`config.mk`:
```
export PLATFORM = sky130hd
export DESIGN_NAME = scd_sync_clock_divider
export DESIGN_NICKNAME = d
export VERILOG_FILES = /design/src/hw/scd_pkg.sv /design/src/hw/scd_sync_clock_divider.sv
export VERILOG_INCLUDE_DIRS = /design/src /design/src/hw
export SDC_FILE = /design/constraint.sdc
export NUM_CORES = 1
export LEC_CHECK = 0
export BUFFER_PORTS_ARGS = -buffer_cell sky130_fd_sc_hd__buf_4
export CAP_MARGIN = 20
export CORE_AREA = 5 5 43 45
export CTS_BUF_LIST = sky130_fd_sc_hd__clkbuf_8 sky130_fd_sc_hd__clkbuf_16
export CTS_CLUSTER_SIZE = 8
export DETAILED_ROUTE_END_ITERATION = 7
export DIE_AREA = 0 0 48 50
export PLACE_DENSITY = 0.67
export SYNTH_ARGS = -nofsm -noshare
export SYNTH_HDL_FRONTEND = slang
export SYNTH_SLANG_ARGS = --single-unit
```
`constraint.sdc`:
```
create_clock -name mclk_i -period 1.3 [get_ports mclk_i]
set_input_delay 0.13 -clock mclk_i [delete_from_list [all_inputs] [get_ports mclk_i]]
set_output_delay 0.13 -clock mclk_i [all_outputs]
set_load 0.01 [all_outputs]
```
`src/hw/scd_cfg.svh`:
```
`ifndef SCD_CFG_SVH
`define SCD_CFG_SVH

// Divider chain width, one stage per divided output
`define SCD_STAGES 3
// Pin synchroniser width: clock true, clock complement, enable_n, reset
`define SCD_PINS 4
`define SCD_PIN_CLK_T 0
`define SCD_PIN_CLK_C 1
`define SCD_PIN_EN_N 2
`define SCD_PIN_RST 3
// Open-pin default of every sampled pin
`define SCD_PIN_RESET 4'h0
// Common divider state after a divider reset
`define SCD_CNT_RESET 3'h0
// Clock rate of mclk_i
`define SCD_MCLK_MHZ 200

`endif

```
`src/hw/scd_pkg.sv`:
```
package scd_pkg;

	// Divider run state as latched on a falling input edge
	typedef enum logic {
		scd_run,
		scd_hold
	} scd_run_type;

	typedef logic [2:0] scd_cnt_type;

endpackage : scd_pkg

```
`src/hw/scd_sync_clock_divider.sv`:
```
`include "scd_cfg.svh"

module scd_sync_clock_divider
	import scd_pkg::*;
(
	input wire logic mclk_i,
	input wire logic rstn_i,
	input wire logic clk_true_i,
	input wire logic clk_comp_i,
	input wire logic enable_n_i,
	input wire logic divider_sync_reset_i,
	output logic half_rate_out_o,
	output logic half_rate_out_n_o,
	output logic quarter_rate_out_o,
	output logic quarter_rate_out_n_o,
	output logic eighth_rate_out_o,
	output logic eighth_rate_out_n_o,
	output logic phase_known_o
);

	////////////////////////////////////////////////////////////////////////////
	// Edge decode shared by rise and fall detection
	function automatic logic scd_edge(input logic prev, input logic cur, input logic rise);
		scd_edge = rise ? (cur & ~prev) : (prev & ~cur);
	endfunction : scd_edge

	////////////////////////////////////////////////////////////////////////////
	// State
	logic [`SCD_PINS-1:0] sync1_r;
	logic [`SCD_PINS-1:0] sync2_r;
	logic clk_lvl_r;
	logic clk_lvl_nxt;
	logic clk_prev_r;
	scd_run_type run_r;
	scd_run_type run_nxt;
	scd_cnt_type cnt_r;
	scd_cnt_type cnt_nxt;
	scd_cnt_type cnt_n_r;
	scd_cnt_type cnt_n_nxt;
	logic known_r;
	logic known_nxt;
	logic clk_rise;
	logic clk_fall;
	logic clk_t;
	logic clk_c;
	logic [`SCD_PINS-1:0] sync1_nxt;
	logic [`SCD_PINS-1:0] sync2_nxt;
	logic clk_prev_nxt;
	logic rst_lvl;
	logic en_n_lvl;
	logic advance;
	logic [`SCD_STAGES-1:0] carry;

	////////////////////////////////////////////////////////////////////////////
	// Pin synchroniser
	////////////////////////////////////////////////////////////////////////////

	// Raw pins into first stage, first stage into second
	always_comb begin
		sync1_nxt = {divider_sync_reset_i, enable_n_i, clk_comp_i, clk_true_i};
		sync2_nxt = sync1_r; // Only reader of the first stage
	end

	// Two flops per pin, reset to open-pin level
	always_ff @(posedge mclk_i or negedge rstn_i) begin
		if (!rstn_i) begin
			sync1_r <= `SCD_PIN_RESET;
			sync2_r <= `SCD_PIN_RESET;
		end else begin
			sync1_r <= sync1_nxt;
			sync2_r <= sync2_nxt;
		end
	end

	// Settled pin levels, all from the second stage
	assign clk_t = sync2_r[`SCD_PIN_CLK_T];
	assign clk_c = sync2_r[`SCD_PIN_CLK_C];
	assign en_n_lvl = sync2_r[`SCD_PIN_EN_N];
	assign rst_lvl = sync2_r[`SCD_PIN_RST];

	////////////////////////////////////////////////////////////////////////////
	// Internal clock level
	////////////////////////////////////////////////////////////////////////////

	// Differential decode, equal legs keep last level
	always_comb begin
		clk_lvl_nxt = clk_lvl_r;
		if (clk_t & ~clk_c) begin
			clk_lvl_nxt = 1'b1;
		end else if (~clk_t & clk_c) begin
			clk_lvl_nxt = 1'b0;
		end
		clk_prev_nxt = clk_lvl_r; // One cycle of history
	end

	// Level and history flops, reset to idle low
	always_ff @(posedge mclk_i or negedge rstn_i) begin
		if (!rstn_i) begin
			clk_lvl_r <= 1'b0;
			clk_prev_r <= 1'b0;
		end else begin
			clk_lvl_r <= clk_lvl_nxt;
			clk_prev_r <= clk_prev_nxt;
		end
	end

	// One-cycle rise and fall strobes
	assign clk_rise = scd_edge(clk_prev_r, clk_lvl_r, 1'b1);
	assign clk_fall = scd_edge(clk_prev_r, clk_lvl_r, 1'b0);

	////////////////////////////////////////////////////////////////////////////
	// Enable latch
	////////////////////////////////////////////////////////////////////////////

	// Taken only at a fall, so no runt internal pulse
	always_comb begin
		run_nxt = run_r;
		if (clk_fall) begin
			run_nxt = en_n_lvl ? scd_hold : scd_run;
		end
	end

	// Latch flop, open enable means divide
	always_ff @(posedge mclk_i or negedge rstn_i) begin
		if (!rstn_i) begin
			run_r <= scd_run;
		end else begin
			run_r <= run_nxt;
		end
	end

	// Advance strobe, rise while running and out of reset
	always_comb begin
		advance = 1'b0;
		case (run_r)
			scd_run: begin
				advance = clk_rise & ~rst_lvl;
			end
			scd_hold: begin
				advance = 1'b0;
			end
			default: begin
				advance = 1'b0;
			end
		endcase
	end

	////////////////////////////////////////////////////////////////////////////
	// Divider stages
	////////////////////////////////////////////////////////////////////////////

	// Carry chain, stage toggles when all lower stages high
	assign carry[0] = advance;
	for (genvar i = 1; i < `SCD_STAGES; i++) begin : g_stage
		assign carry[i] = carry[i-1] & cnt_r[i-1];
	end

	// Next value of every stage in one place
	always_comb begin
		cnt_nxt = cnt_r ^ carry;
		if (rst_lvl) begin
			cnt_nxt = `SCD_CNT_RESET;
		end
		cnt_n_nxt = ~cnt_nxt;
	end

	// Stage flops, true and complement on one mclk edge
	always_ff @(posedge mclk_i or negedge rstn_i) begin
		if (!rstn_i) begin
			cnt_r <= `SCD_CNT_RESET;
			cnt_n_r <= ~`SCD_CNT_RESET;
		end else begin
			cnt_r <= cnt_nxt;
			cnt_n_r <= cnt_n_nxt;
		end
	end

	////////////////////////////////////////////////////////////////////////////
	// Phase-known flag
	////////////////////////////////////////////////////////////////////////////

	// Sticky once a divider reset is seen
	always_comb begin
		known_nxt = known_r;
		if (rst_lvl) begin
			known_nxt = 1'b1;
		end
	end

	// Flag flop, cleared only by rstn_i
	always_ff @(posedge mclk_i or negedge rstn_i) begin
		if (!rstn_i) begin
			known_r <= 1'b0;
		end else begin
			known_r <= known_nxt;
		end
	end

	////////////////////////////////////////////////////////////////////////////
	// Outputs
	////////////////////////////////////////////////////////////////////////////

	// Straight from the stage flops
	assign half_rate_out_o = cnt_r[0];
	assign quarter_rate_out_o = cnt_r[1];
	assign eighth_rate_out_o = cnt_r[2];
	assign half_rate_out_n_o = cnt_n_r[0];
	assign quarter_rate_out_n_o = cnt_n_r[1];
	assign eighth_rate_out_n_o = cnt_n_r[2];
	assign phase_known_o = known_r;

endmodule : scd_sync_clock_divider

```
==> run metrics <==
status finished, violations left; violated checks setup timing; Critical Path Start Type register; core area 1440 µm²; Cells after Synth 34; vias in the first global route 353; largest net degree at the start of global routing 19; Seq/Total Area, Yosys 76.7%; worst slew pin tran 228 ps; Antenna Nets Post-Route 0; Max Fclk ~700 MHz; max_cap viols 0; detailed-route via count 328; Detailed Place HPWL 697 µm; slowest CP cell dfrtp_1; Num CTS Buffers 3; global-route wire length before repair 1.48 mm; Finished Core Util 60.3%; Synth Net Count 43; antenna cells 0; clock buffer depth 2; Mapped Area 592 µm²; worst setup path start clk_prev_r; reg2reg path depth 5; Setup Buffers After CTS 0; chip width 48 µm; die height 50 µm; minimum clock period 1430 ps; die area 2400 µm²; Pre-antenna DRT Iters 1; leakage dissipation 0.422 nW; I/O pins 13; Mean Syn Cell Area 17.4 µm²; endpoints failing hold 0; GRT Residual Overflow 0; clk slew on worst S/H paths 70 ps; post-place setup slack -136 ps; # rows 14; worst setup path end cnt_r[2]; Initial Utilization 41.2%; setup ws final -126 ps; Power Density 1360 nW/µm²; Final Wtd Congestion 0.740; Logic pwr share 9.8%; Initial DRC Count 0; Slew Viols, Final 0; P_int 0.000942 W; Yosys reg bits 18; final setup fails 3; switching pwr 0.000233 W; RSZ-0062 raised after global routing yes; R2R setup slack -130 ps; Clock power frac a little under two fifths; critical register-to-register path startpoint clk_prev_r; drc violations 0; kind of cell adding the most delay to the critical path simple AND/OR/NAND/NOR gates; htree depth 1; Arrival @ worst endpoint between 1500 and 2000 ps; initial antenna violation count 0; Ys Warns 0; port bufs 12; Seq pwr share 52.9%; vias per cell between 4 and 5; layout cell share with drive strength beyond 1 a little under three fifths; critical path peak fanout 2; crit path capture type register; critical path data required time 1480 ps; Max IR drop VDD 0.00126 V; final WL roughly 930 µm; setup TNS -209 ps; WP depth 5; drt wl/cell 12.7 µm; area grow syn2layout 46.3%; CTS Sinks 18; switching share of power between 10% and 20%; commonest cells after routing, fill and taps aside dfrtp_1 (15), buf_4 (14), dlygate4sd3_1 (5); Bufs and invs on worst path 0; HP Class input port to async pin; CTS tree yes; most common cell after layout, fill and taps aside dfrtp_1; period utilization 110%; CTS Root Cell clkbuf_8; Max stage delay on crit path 400 ps; clk_lat worst skew 250 ps; Worst slew margin between 80% and 90%; Final nets between 60 and 70; crit path kind register to register; Netlist cell types 12; Worst R2R End cnt_r[2]; cell chain of the critical path nor4b_2 > ha_2 > ha_4 > xor2_2 > nor2b_1; Setup Skew 3.82 ps; # fillers 108; total global-route track usage 8.93%
per-layer routing:
layer | vias to the layer above | routed length (µm) | track usage (%)
met1 | 159 | 356 | 9.20
met2 | 15 | 468 | 14.3
met5 | - | 0 | 0
met3 | 2 | 96 | 5.82
li1 | 152 | - | -
met4 | 0 | 7 | 2.69
how the worst min path moves through the flow:
stage,cells after the start,end,startpoint
after floorplan,0,clk_lvl_r,rstn_i
after global placement,1,run_r,rstn_i
after detailed placement,1,run_r,rstn_i
after CTS,2,run_r,rstn_i
after global routing,2,run_r,rstn_i
final,2,run_r,rstn_i
final cells by class:
| cell class | instances | area [µm²] | share of cell area [%] |
|---|---|---|---|
| tap | 16 | 20.0 | 2.31 |
| timing repair buffer | 19 | 155 | 17.9 |
| inverter | 3 | 11.3 | 1.30 |
| multi-input combinational | 13 | 170 | 19.7 |
| clock buffer | 4 | 55.1 | 6.36 |
| sequential | 18 | 454 | 52.5 |
logic make-up (layout without fill, tap and decap cells):
family / after synthesis / after routing / share of synthesized area [%]
buf+inv: 3 / 26 / 1.90
mux: 2 / 2 / 4.44
simple gates: 7 / 7 / 9.09
fa+ha+maj: 3 / 3 / 6.34
flops: 18 / 18 / 76.7
xor+xnor: 1 / 1 / 1.48
per-stage QoR:
step / hold WS, ps / instance area [µm²] / instances / power (W)
2_1_floorplan: -166 / 613 / 34 / 0.000675
3_3_place_gp: -2.52 / 738 / 64 / 0.000719
3_5_place_dp: 6.69 / 738 / 64 / 0.000729
4_1_cts: 278 / 851 / 73 / 0.00118
5_1_grt: 295 / 866 / 73 / 0.00123
6_report: 274 / 866 / 73 / 0.00118
what timing repair did:
item                                    CTS  global route
endpoints found under the hold margin    22             0
resized for setup                         2             2
endpoints found under the setup margin    4             5
pin swaps                                 2             2
hold buffers                              5             0
synth_stat cells, drive strengths merged:
| library cell | count | share of area [%] |
|---|---|---|
| nor4b | 1 | 1.5 |
| dfrtp | 15 | 63 |
| dfstp | 3 | 13 |
| nor2b | 2 | 3.4 |
| inv | 3 | 1.9 |
| ha | 3 | 6.3 |
| nand2b | 3 | 3.2 |
| mux2 | 2 | 4.4 |
| or2 | 1 | 1.1 |
| xor2 | 1 | 1.5 |
worst reg2reg max path, cell delays in order, from the launching register on:
cell	delay [ps]
dfrtp_1	400
nor4b_2	300
ha_2	240
ha_4	130
xor2_2	140
nor2b_1	150
sequential cells by signal, indices dropped and copies added, names as in the netlist:
register and cells:
sync1_r 4, clk_lvl_r 1, run_r 1, cnt_n_r 3
clk_prev_r 1, sync2_r 4, cnt_r 3, phase_known_o 1
power by group through the flow:
stage / clock (W) / combinational, W / sequential (W)
final: 0.000439 / 0.000115 / 0.000621
after global routing: 0.000479 / 0.000126 / 0.000625
after CTS: 0.000453 / 0.000110 / 0.000622
after detailed placement: 0 / 0.0000965 / 0.000632
after global placement: 0 / 0.0000903 / 0.000628
after floorplan: 0 / 0.0000429 / 0.000632
No activity file was read; power rests on OpenSTA's default activity.
